File: src/rtl/wbm_pkg.sv
// Shared constants and types of the word bit manipulation unit
package wbm_pkg;

  ////////////////////////////////////////////////////////////////////////////
  // Widths
  localparam int WBM_WORD_W = 16;
  localparam int WBM_NIB_W = 4;
  localparam int WBM_SLOTS = 4;
  localparam int WBM_LOW_BYTE_W = 8;

  ////////////////////////////////////////////////////////////////////////////
  // Field positions
  localparam int WBM_DP_BIT = 7; // Decimal point bit kept by segment write
  localparam int WBM_SEG_W = 7;

  ////////////////////////////////////////////////////////////////////////////
  // Reset values
  localparam logic [15:0] WBM_WORD_RST = 16'h0000;
  localparam logic [3:0] WBM_EN_RST = 4'h0;
  localparam logic WBM_FLAG_RST = 1'b0;

  ////////////////////////////////////////////////////////////////////////////
  // Operation codes, one-hot
  typedef enum logic [8:0] {
    WBM_OP_PRIORITY_ENCODE = 9'h001,
    WBM_OP_ONE_HOT_DECODE = 9'h002,
    WBM_OP_NIBBLE_SPLIT = 9'h004,
    WBM_OP_NIBBLE_COMBINE = 9'h008,
    WBM_OP_BIT_FORCE_ONE = 9'h010,
    WBM_OP_BIT_FORCE_ZERO = 9'h020,
    WBM_OP_BIT_TOGGLE = 9'h040,
    WBM_OP_BIT_PROBE = 9'h080,
    WBM_OP_SEVEN_SEGMENT = 9'h100
  } wbm_op_t;

endpackage

File: src/rtl/wbm_prio_enc.sv
`timescale 1ns/1ps
// Highest set bit finder: 0 when empty, else index plus one
module wbm_prio_enc
  import wbm_pkg::*;
(
  input wire logic [15:0] word_in,
  output logic [7:0] code_out
);

  // Scan upward so the highest set bit overwrites lower ones
  always_comb begin
    code_out = 8'h00;
    for (int i = 0; i < WBM_WORD_W; i++) begin
      if (word_in[i]) begin
        code_out = 8'(i + 1);
      end
    end
  end

endmodule

File: src/rtl/wbm_seg_rom.sv
`timescale 1ns/1ps
// Hex digit to active-high segment pattern, bit 0 = segment a
module wbm_seg_rom
  import wbm_pkg::*;
(
  input wire logic [3:0] digit,
  output logic [6:0] segs
);

  // Constant pattern table
  always_comb begin
    case (digit)
      4'h0: segs = 7'h3F;
      4'h1: segs = 7'h06;
      4'h2: segs = 7'h5B;
      4'h3: segs = 7'h4F;
      4'h4: segs = 7'h66;
      4'h5: segs = 7'h6D;
      4'h6: segs = 7'h7D;
      4'h7: segs = 7'h07;
      4'h8: segs = 7'h7F;
      4'h9: segs = 7'h6F;
      4'hA: segs = 7'h77;
      4'hB: segs = 7'h7C;
      4'hC: segs = 7'h39;
      4'hD: segs = 7'h5E;
      4'hE: segs = 7'h79;
      4'hF: segs = 7'h71;
      default: segs = 7'h00;
    endcase
  end

endmodule

File: src/rtl/wbm_core.sv
`timescale 1ns/1ps
module wbm_core
  import wbm_pkg::*;
(
  input wire logic clk,
  input wire logic rst_n,
  input wire logic exec_strobe,
  input wire logic [8:0] op_code,
  input wire logic [1:0] nibble_count,
  input wire logic [3:0] bit_index,
  input wire logic [15:0] source_operand,
  input wire logic [15:0] dest_word,
  input wire logic [15:0] combine_word0,
  input wire logic [15:0] combine_word1,
  input wire logic [15:0] combine_word2,
  input wire logic [15:0] combine_word3,
  output logic [15:0] wb_data0,
  output logic [15:0] wb_data1,
  output logic [15:0] wb_data2,
  output logic [15:0] wb_data3,
  output logic [3:0] wb_en,
  output logic carry_flag,
  output logic carry_we,
  output logic op_done,
  output logic op_error
);

  ////////////////////////////////////////////////////////////////////////////
  // Decoding helpers

  // One-hot word from a four-bit index
  function automatic logic [15:0] wbm_one_hot(input logic [3:0] idx);
    logic [15:0] v;
    v = 16'h0000;
    v[idx] = 1'b1;
    return v;
  endfunction

  // Slot enable mask for count plus one slots
  function automatic logic [3:0] wbm_slot_mask(input logic [1:0] cnt);
    logic [3:0] m;
    m = 4'h0;
    for (int i = 0; i < WBM_SLOTS; i++) begin
      m[i] = (2'(i) <= cnt);
    end
    return m;
  endfunction

  ////////////////////////////////////////////////////////////////////////////
  // Reset release through two flip-flops

  logic rst_meta_r;
  logic rst_sync_r;

  // Assert at once, release after two edges
  always_ff @(posedge clk or negedge rst_n) begin
    if (!rst_n) begin
      rst_meta_r <= 1'b0;
      rst_sync_r <= 1'b0;
    end else begin
      rst_meta_r <= 1'b1;
      rst_sync_r <= rst_meta_r;
    end
  end

  ////////////////////////////////////////////////////////////////////////////
  // Operation select

  wbm_op_t op;
  logic op_prio;
  logic op_dec;
  logic op_split;
  logic op_comb;
  logic op_set;
  logic op_clr;
  logic op_tog;
  logic op_probe;
  logic op_seg;
  logic op_known;

  // Code viewed as the operation type
  assign op = wbm_op_t'(op_code);

  // Individual operation qualifiers
  assign op_prio = (op == WBM_OP_PRIORITY_ENCODE);
  assign op_dec = (op == WBM_OP_ONE_HOT_DECODE);
  assign op_split = (op == WBM_OP_NIBBLE_SPLIT);
  assign op_comb = (op == WBM_OP_NIBBLE_COMBINE);
  assign op_set = (op == WBM_OP_BIT_FORCE_ONE);
  assign op_clr = (op == WBM_OP_BIT_FORCE_ZERO);
  assign op_tog = (op == WBM_OP_BIT_TOGGLE);
  assign op_probe = (op == WBM_OP_BIT_PROBE);
  assign op_seg = (op == WBM_OP_SEVEN_SEGMENT);

  // Any other code is refused with an error pulse
  assign op_known = op_prio | op_dec | op_split | op_comb | op_set
                  | op_clr | op_tog | op_probe | op_seg;

  ////////////////////////////////////////////////////////////////////////////
  // Priority encoder

  logic [7:0] prio_code;
  logic [15:0] prio_word;

  // Highest set bit wins, lower ones ignored
  wbm_prio_enc u_prio (
    .word_in(source_operand),
    .code_out(prio_code)
  );

  // Result to low byte, upper byte kept
  assign prio_word = {dest_word[15:WBM_LOW_BYTE_W], prio_code};

  ////////////////////////////////////////////////////////////////////////////
  // One-hot decoder

  logic [15:0] dec_word;

  // Only the indexed bit set
  assign dec_word = wbm_one_hot(source_operand[3:0]);

  ////////////////////////////////////////////////////////////////////////////
  // Nibble combine

  logic [15:0] comb_words [WBM_SLOTS];
  logic [15:0] comb_word;
  logic [3:0] slot_mask;

  // Consecutive source words in order
  assign comb_words[0] = combine_word0;
  assign comb_words[1] = combine_word1;
  assign comb_words[2] = combine_word2;
  assign comb_words[3] = combine_word3;

  // Count plus one slots in use
  assign slot_mask = wbm_slot_mask(nibble_count);

  // First word gives the lowest nibble; unused nibbles read zero
  generate
    for (genvar g = 0; g < WBM_SLOTS; g++) begin : g_comb
      assign comb_word[g*WBM_NIB_W +: WBM_NIB_W] =
        slot_mask[g] ? comb_words[g][3:0] : 4'h0;
    end
  endgenerate

  ////////////////////////////////////////////////////////////////////////////
  // Single-bit operations on the whole destination word

  logic [15:0] bit_mask;
  logic [15:0] set_word;
  logic [15:0] clr_word;
  logic [15:0] tog_word;
  logic probe_bit;

  // Read-modify-write of the full word
  assign bit_mask = wbm_one_hot(bit_index[3:0]);
  assign set_word = dest_word | bit_mask;
  assign clr_word = dest_word & ~bit_mask;
  assign tog_word = dest_word ^ bit_mask;

  // Probe reads the bit and writes nothing back
  assign probe_bit = |(dest_word & bit_mask);

  ////////////////////////////////////////////////////////////////////////////
  // Seven-segment conversion

  logic [6:0] seg_pattern;
  logic [15:0] seg_word;

  // Active-high pattern from source low nibble
  wbm_seg_rom u_seg (
    .digit(source_operand[3:0]),
    .segs(seg_pattern)
  );

  // Keep upper byte and decimal point, replace segments
  assign seg_word = {dest_word[15:WBM_DP_BIT], seg_pattern};

  ////////////////////////////////////////////////////////////////////////////
  // Single-slot result select

  logic [15:0] single_word;

  // Word written back to the destination for single-word ops
  assign single_word = op_prio ? prio_word :
                       op_dec ? dec_word :
                       op_comb ? comb_word :
                       op_set ? set_word :
                       op_clr ? clr_word :
                       op_tog ? tog_word :
                       op_seg ? seg_word : dest_word;

  ////////////////////////////////////////////////////////////////////////////
  // Write-back slots

  logic [15:0] slot_nxt [WBM_SLOTS];
  logic [15:0] slot_r [WBM_SLOTS];
  logic [3:0] en_nxt;
  logic [3:0] en_r;
  logic single_wr;

  // Ops that write only the destination word
  assign single_wr = op_prio | op_dec | op_comb | op_set | op_clr
                   | op_tog | op_seg;

  // Split fills count plus one slots, single-word ops take slot 0
  generate
    for (genvar s = 0; s < WBM_SLOTS; s++) begin : g_slot
      if (s == 0) begin : g_first
        assign slot_nxt[s] = op_split ?
          {12'h000, source_operand[3:0]} : single_word;
        assign en_nxt[s] = exec_strobe & ((op_split & slot_mask[s]) | single_wr);
      end else begin : g_rest
        assign slot_nxt[s] = op_split ?
          {12'h000, source_operand[s*WBM_NIB_W +: WBM_NIB_W]} : WBM_WORD_RST;
        assign en_nxt[s] = exec_strobe & op_split & slot_mask[s];
      end

      // Registered slot value
      always_ff @(posedge clk or negedge rst_sync_r) begin
        if (!rst_sync_r) begin
          slot_r[s] <= WBM_WORD_RST;
        end else if (en_nxt[s]) begin
          slot_r[s] <= slot_nxt[s];
        end
      end
    end
  endgenerate

  ////////////////////////////////////////////////////////////////////////////
  // Strobe-qualified status

  logic carry_r;
  logic carry_we_r;
  logic done_r;
  logic err_r;
  logic carry_we_nxt;
  logic err_nxt;

  // Carry written only by the probe op
  assign carry_we_nxt = exec_strobe & op_probe;

  // Unknown codes flagged, nothing written
  assign err_nxt = exec_strobe & ~op_known;

  // Enables, done and error stand one cycle per strobe
  always_ff @(posedge clk or negedge rst_sync_r) begin
    if (!rst_sync_r) begin
      en_r <= WBM_EN_RST;
      carry_we_r <= WBM_FLAG_RST;
      done_r <= WBM_FLAG_RST;
      err_r <= WBM_FLAG_RST;
    end else begin
      en_r <= en_nxt;
      carry_we_r <= carry_we_nxt;
      done_r <= exec_strobe;
      err_r <= err_nxt;
    end
  end

  // Carry holds its last tested value
  always_ff @(posedge clk or negedge rst_sync_r) begin
    if (!rst_sync_r) begin
      carry_r <= WBM_FLAG_RST;
    end else if (carry_we_nxt) begin
      carry_r <= probe_bit;
    end
  end

  ////////////////////////////////////////////////////////////////////////////
  // Outputs straight from flip-flops

  assign wb_data0 = slot_r[0];
  assign wb_data1 = slot_r[1];
  assign wb_data2 = slot_r[2];
  assign wb_data3 = slot_r[3];

  // Status pulses and carry level
  assign wb_en = en_r;
  assign carry_flag = carry_r;
  assign carry_we = carry_we_r;
  assign op_done = done_r;
  assign op_error = err_r;

endmodule

File: config.mk
export PLATFORM = sky130hd
export DESIGN_NAME = wbm_core
export DESIGN_NICKNAME = d
export VERILOG_FILES = /design/src/rtl/wbm_pkg.sv /design/src/rtl/wbm_prio_enc.sv /design/src/rtl/wbm_seg_rom.sv /design/src/rtl/wbm_core.sv
export SDC_FILE = /design/constraint.sdc
export NUM_CORES = 1
export LEC_CHECK = 0
export BUFFER_PORTS_ARGS = -buffer_cell sky130_fd_sc_hd__buf_2
export CELL_PAD_IN_SITES_DETAIL_PLACEMENT = 1
export CELL_PAD_IN_SITES_GLOBAL_PLACEMENT = 1
export CORE_ASPECT_RATIO = 0.7
export CORE_MARGIN = 3
export CORE_UTILIZATION = 35
export DETAILED_ROUTE_END_ITERATION = 8
export HOLD_SLACK_MARGIN = 0.03
export PLACE_DENSITY = 0.88
export SYNTH_ARGS = -nofsm -noshare
export SYNTH_HDL_FRONTEND = slang
export SYNTH_SLANG_ARGS = --single-unit
export TNS_END_PERCENT = 1
File: constraint.sdc
create_clock -name clk -period 2.7 [get_ports clk]
set_input_delay 0.405 -clock clk [delete_from_list [all_inputs] [get_ports clk]]
set_output_delay 0.405 -clock clk [all_outputs]
set_load 0.01 [all_outputs]
==> impl_metrics.json, run 1 <==
{
  "hold_viol": 0,
  "syn_inst": 547,
  "run_status": "complete, no violations",
  "ys_warn_count": 0,
  "p_leak_uw": 0.00267,
  "final_common_cell": "buf_2",
  "crit_chain": "buf_2, or3_1, nor4_1, o211ai_1, a221o_1, o21ai_0, a31oi_1",
  "ant_nets": 0,
  "timing.final.crit_period_ns": 2.45,
  "num_vias": 4662,
  "setup_violations": 0,
  "diodes": 0,
  "reg2reg_depth": 1,
  "wl_per_cell_um": 20.9,
  "final_cell_area_um2": 5230,
  "synth_area_um2": 4390,
  "cts_root_buffer": "clkbuf_16",
  "synth-adder-area-share": 0.157,
  "die_w_um": 140,
  "rows": 33,
  "clk_pin_slew_worst_paths_ns": 0.07,
  "wirelength_mm": 17.0,
  "critPathRequiredTime_ns": 2.86,
  "synth_xor_area_frac": 0.00599,
  "synth_top_family_by_area": "compound AO/OA/AOI/OAI gates",
  "clock_latency_ns": 0.30,
  "internal_power_uw": 1300,
  "grtUsageTotal": 0.238,
  "clkSinkCount": 38,
  "area_delta_synth_final_pct": 19.1,
  "finalCritPeriodShare": 0.908,
  "cts_max_path_buffers": 2,
  "power_frac_comb": 0.295,
  "place.gp.congestion": 0.987,
  "crit_arrival_ns": 2.61,
  "synth_cell_types": 63,
  "cp_slowest_cell": "o21ai_0",
  "synth_edf_count": 0,
  "synthMuxAreaShare": 0.0408,
  "yosys.area_share.simple": 0.215,
  "ioPinCount": 186,
  "start_util": 0.367,
  "place_ws_ns": 0.0211,
  "synth-seq-area-share": 0.217,
  "syn_avg_cell_area_um2": 8.02,
  "path_max_fanout": 12,
  "slew_viol_final": 0,
  "die_height_um": 99.7,
  "skew_ns": 0.00708,
  "cp-startpoint": "op_code[2]",
  "grt_antenna_before_repair": 0,
  "total_power_uw": 1980,
  "regToRegSetupSlack_ns": 1.93,
  "start_kind": "input port",
  "via_per_inst": 5.74,
  "worstReg2RegStart": "wb_data3[0]",
  "nFillCells": 1519,
  "die_area_um2": 13900,
  "fin_tns_setup_ns": 0,
  "grt-ovfl-total": 0,
  "cts-buffers-inserted": 5,
  "grt_pass1_vias": 4787,
  "htreeDepth": 2,
  "worstSetupEndpoint": "wb_data0[0]",
  "fmaxAchievable_ghz": 0.408,
  "io_buffers": 101,
  "core_um2": 12000,
  "multi_input_area_um2": 2980,
  "synth-compound-area-share": 0.230,
  "finalWorstSetupSlack_ns": 0.249,
  "layout_common_cells": "buf_2, nand2_1, ha_1, inv_1, dfrtp_1",
  "reg2reg_to": "wb_data3[0]",
  "tritoncts": "yes",
  "seqPwrFrac": 0.343,
  "post_cts_buffers": 0,
  "max_stage_delay_ns": 0.51,
  "ys_seq_elements": 38,
  "grt_max_degree": 37,
  "worst_slew_pin_slew_ns": 0.625,
  "switching_power_uw": 680,
  "drive_gt1_frac": 0.263,
  "firstDrtPassIters": 5,
  "dp_cells": 803,
  "fin_nets": 823,
  "p_sw_frac": 0.344,
  "pwr-share-clk": 0.362,
  "final_cells": 812,
  "placed_cell_area_um2": 5050,
  "synthArstFlopShare": 1.00,
  "p_per_area_nw_per_um2": 379,
  "drt_iter0_drc": 348,
  "rsz0062_at_grt": "false",
  "regArea_um2": 951,
  "worstSetupPathType": "in2reg",
  "hpwl_mm": 13.7,
  "hold_path_class": "reg2async",
  "ir_drop_mv": 0.235,
  "max_slew_margin": 0.581,
  "endpoint_kind": "flop",
  "grt_pass1_wl_mm": 26.2,
  "drc_errors": 0,
  "synthFlopType": "dfrtp_1",
  "cap_violations": 0
}
[cell usage after synthesis (6+ instances only)]
cell type	count	area, um^2
nor2b_1	15	93.8
nand2_1	57	214
nand3_1	17	85.1
a31oi_1	10	62.6
buf_2	9	45.0
a22oi_1	10	75.1
o21ai_0	19	95.1
a21oi_1	35	175
nor3_1	17	85.1
a211oi_1	10	75.1
nor4_1	10	62.6
a221oi_1	10	87.6
dfrtp_1	38	951
nand2b_1	6	37.5
inv_1	44	165
and3_1	6	37.5
mux2_2	13	146
a221o_1	9	90.1
nor2_1	27	101
clkbuf_1	19	71.3
ha_1	55	688
buf_4	37	278
[routing by layer]
layer / global-route usage / wire [um]
met2: 0.380 / 7650
met4: 0.0514 / 218
met1: 0.331 / 7670
met5: 0 / 0
met3: 0.0548 / 1410
[timing repair]
action | 4_1_cts | 5_1_grt
resized for setup | 0 | 0
hold buffers | 1 | 0
hold endpoints to repair | 2 | 0
[logic make-up after synthesis]
logic type,after synthesis
compound gates,140
xor+xnor,3
fa+ha+maj,55
buf+inv,112
flops,38
mux,15
other cells,2
simple gates,182
[worst min-delay path by stage]
| stage | slack, ns | start | endpoint | depth (start not counted) |
|---|---|---|---|---|
| final | 0.31 | rst_sync_r | wb_data2[2] | 1 |
| after global routing | 0.32 | exec_strobe | op_done | 1 |
| after CTS | 0.31 | exec_strobe | op_done | 1 |
| after detailed placement | 0.19 | rst_n | rst_sync_r | 1 |
| after global placement | 0.19 | rst_n | rst_sync_r | 1 |
| after floorplan | 0.11 | rst_n | rst_meta_r | 0 |
[registers in the layout, indices dropped and copies added (netlist names)]
register / cells
rst_meta_r: 1
wb_data3: 4
op_done: 1
wb_en: 4
rst_sync_r: 1
carry_we: 1
op_error: 1
wb_data2: 4
wb_data0: 16
carry_flag: 1
wb_data1: 4
[worst max-delay path: cells and delay by family]
kind / cells / cell delay [ns]
AOI/OAI and AO/OA: 4 / 1.39
and+or+nand+nor: 2 / 0.63
buffers and inverters: 1 / 0.19
[layout make-up]
cell class              count  share of cell area
flip-flops and latches     38               0.182
well taps                 157              0.0376
inverters                  44              0.0316
repair buffers            133               0.146
multi-input cells         432               0.571
clock inverters             3             0.00862
clock buffers               5              0.0239
[power groups by stage]
stage	Combinational (uW)	Clock [uW]	Sequential [uW]
2_1_floorplan	310	0	723
3_3_place_gp	545	0	685
3_5_place_dp	570	0	690
4_1_cts	578	725	680
5_1_grt	637	754	687
6_report	584	717	679
[stage by stage]
stage | hold slack [ns] | utilization
final | 0.314 | 0.436
after global routing | 0.317 | 0.436
after CTS | 0.312 | 0.436
after detailed placement | 0.194 | 0.421
after global placement | 0.189 | 0.421
after floorplan | 0.109 | -
Power figures use the tool's default switching activity.
==> inputs of run 2 (changes only) <==
MAX_ROUTING_LAYER = met4   (was not set)
==> impl_metrics.json, run 2 (synthesis gave the netlist of run 1 again) <==
{
  "drt_iter0_drc": 323,
  "rows": 33,
  "hold_slack_ns": 0.311,
  "wirelength_mm": 16.3,
  "max_stage_delay_ns": 0.43,
  "final_common_cell": "buf_2",
  "setup_violations": 0,
  "ioPinCount": 186,
  "run_status": "complete, no violations",
  "hold_path_class": "reg2async",
  "grt_max_degree": 37,
  "fmaxAchievable_ghz": 0.417,
  "worst_slew_pin_slew_ns": 0.781,
  "via_per_inst": 5.57,
  "critPathRequiredTime_ns": 2.87,
  "clk_pin_slew_worst_paths_ns": 0.06,
  "start_util": 0.367,
  "crit_arrival_ns": 2.57,
  "fin_tns_setup_ns": 0,
  "htreeDepth": 2,
  "switching_power_uw": 656,
  "fin_nets": 817,
  "rsz0062_at_grt": "false",
  "clock_latency_ns": 0.29,
  "firstDrtPassIters": 5,
  "met2_length_mm": 7.08,
  "p_sw_frac": 0.349,
  "final_util": 0.431,
  "grtUsageTotal": 0.231,
  "cp_slowest_cell": "or3_1",
  "clkSinkCount": 38,
  "tritoncts": "yes",
  "grt_pass1_wl_mm": 25.0,
  "total_power_uw": 1880,
  "hold_viol": 0,
  "die_w_um": 140,
  "cts_max_path_buffers": 2,
  "drc_errors": 0,
  "seqPwrFrac": 0.362,
  "layout_common_cells": "buf_2, nand2_1, ha_1, inv_1, dfrtp_1",
  "largest_reg_flops": 16,
  "timing.final.crit_period_ns": 2.40,
  "io_buffers": 101,
  "slew_viol_final": 0,
  "crit_chain": "buf_2, or3_1, nor4_1, o211ai_1, a41oi_1, o21ai_0, a22o_1",
  "reg2reg_to": "wb_data3[1]",
  "wl_met1_mm": 7.57,
  "skew_ns": 0.00610,
  "pwr-share-clk": 0.334,
  "power_frac_comb": 0.303,
  "p_per_area_nw_per_um2": 364,
  "post_cts_buffers": 0,
  "cts_root_buffer": "clkbuf_16",
  "place.gp.congestion": 0.986,
  "max_slew_margin": 0.477,
  "cap_violations": 0,
  "worstSetupPathType": "in2reg",
  "start_kind": "input port",
  "area_delta_synth_final_pct": 17.6,
  "hold_buffers": 1,
  "die_area_um2": 13900,
  "placed_cell_area_um2": 5000,
  "worstReg2RegStart": "wb_data3[1]",
  "core_um2": 12000,
  "grt_pass1_vias": 4535,
  "cts-buffers-inserted": 5,
  "reg2reg_depth": 1,
  "path_max_fanout": 17,
  "routed.top_layer": "met4",
  "ant_nets": 0,
  "final_cell_area_um2": 5160,
  "wl_per_cell_um": 20.2,
  "grt_antenna_before_repair": 0,
  "drive_gt1_frac": 0.256,
  "ir_drop_mv": 0.227,
  "internal_power_uw": 1230,
  "diodes": 0,
  "die_height_um": 99.7,
  "grt-ovfl-total": 0,
  "p_leak_uw": 0.00264,
  "finalCritPeriodShare": 0.887,
  "met3_length_mm": 1.43,
  "cts_resized": 0,
  "endpoint_kind": "flop",
  "num_vias": 4487,
  "hpwl_mm": 13.3,
  "regToRegSetupSlack_ns": 1.94
}
run 2: changes by cell type in the layout (fill, tap and decap cells not counted), sizes merged:
cell | before | now
clkinvlp | 2 | 1
clkbuf | 5 | 6
clkinv | 0 | 1
buf | 132 | 126
bufinv | 1 | 0
run 2: worst max-delay path: cells and delay by family:
| family | cells | cell delay, ns |
|---|---|---|
| buffers and inverters | 1 | 0.20 |
| and+or+nand+nor | 2 | 0.68 |
| AOI/OAI and AO/OA | 4 | 1.28 |
run 2: per-stage QoR:
stage	worst slack (ns)	cells
finish	0.304	806
global route	0.214	806
CTS	0.390	806
detailed placement	0.0930	797
global placement	0.194	797
floorplan	0.287	582
run 2: area by class of cell:
cell class	instances	area [um^2]
clock buffer	6	139
inverter	44	165
timing repair buffer	127	716
tap	157	196
sequential	38	951
fill	1505	6810
multi-input combinational	432	2980
clock inverter	2	12.5
run 2: power by group through the flow:
stage          logic, uW  clock network, uW  registers [uW]
2_1_floorplan        310                  0             723
3_3_place_gp         539                  0             688
3_5_place_dp         561                  0             693
4_1_cts              567                641             682
5_1_grt              627                663             689
6_report             571                629             682
run 2: metal layers:
metal / vias to the layer above / track usage
li1: 2092 / -
met1: 2174 / 0.327
met2: 205 / 0.340
met3: 16 / 0.0553
met4: 0 / 0.0417
met5: - / -
run 2: worst max-delay path by stage:
| stage | start | end | slack [ns] |
|---|---|---|---|
| after floorplan | op_code[5] | wb_data0[2] | 0.29 |
| after global placement | op_code[8] | wb_data0[11] | 0.19 |
| after detailed placement | op_code[2] | wb_data0[3] | 0.09 |
| after CTS | op_code[2] | wb_data0[3] | 0.39 |
| after global routing | op_code[2] | wb_data0[3] | 0.21 |
| final | op_code[2] | wb_data0[4] | 0.30 |
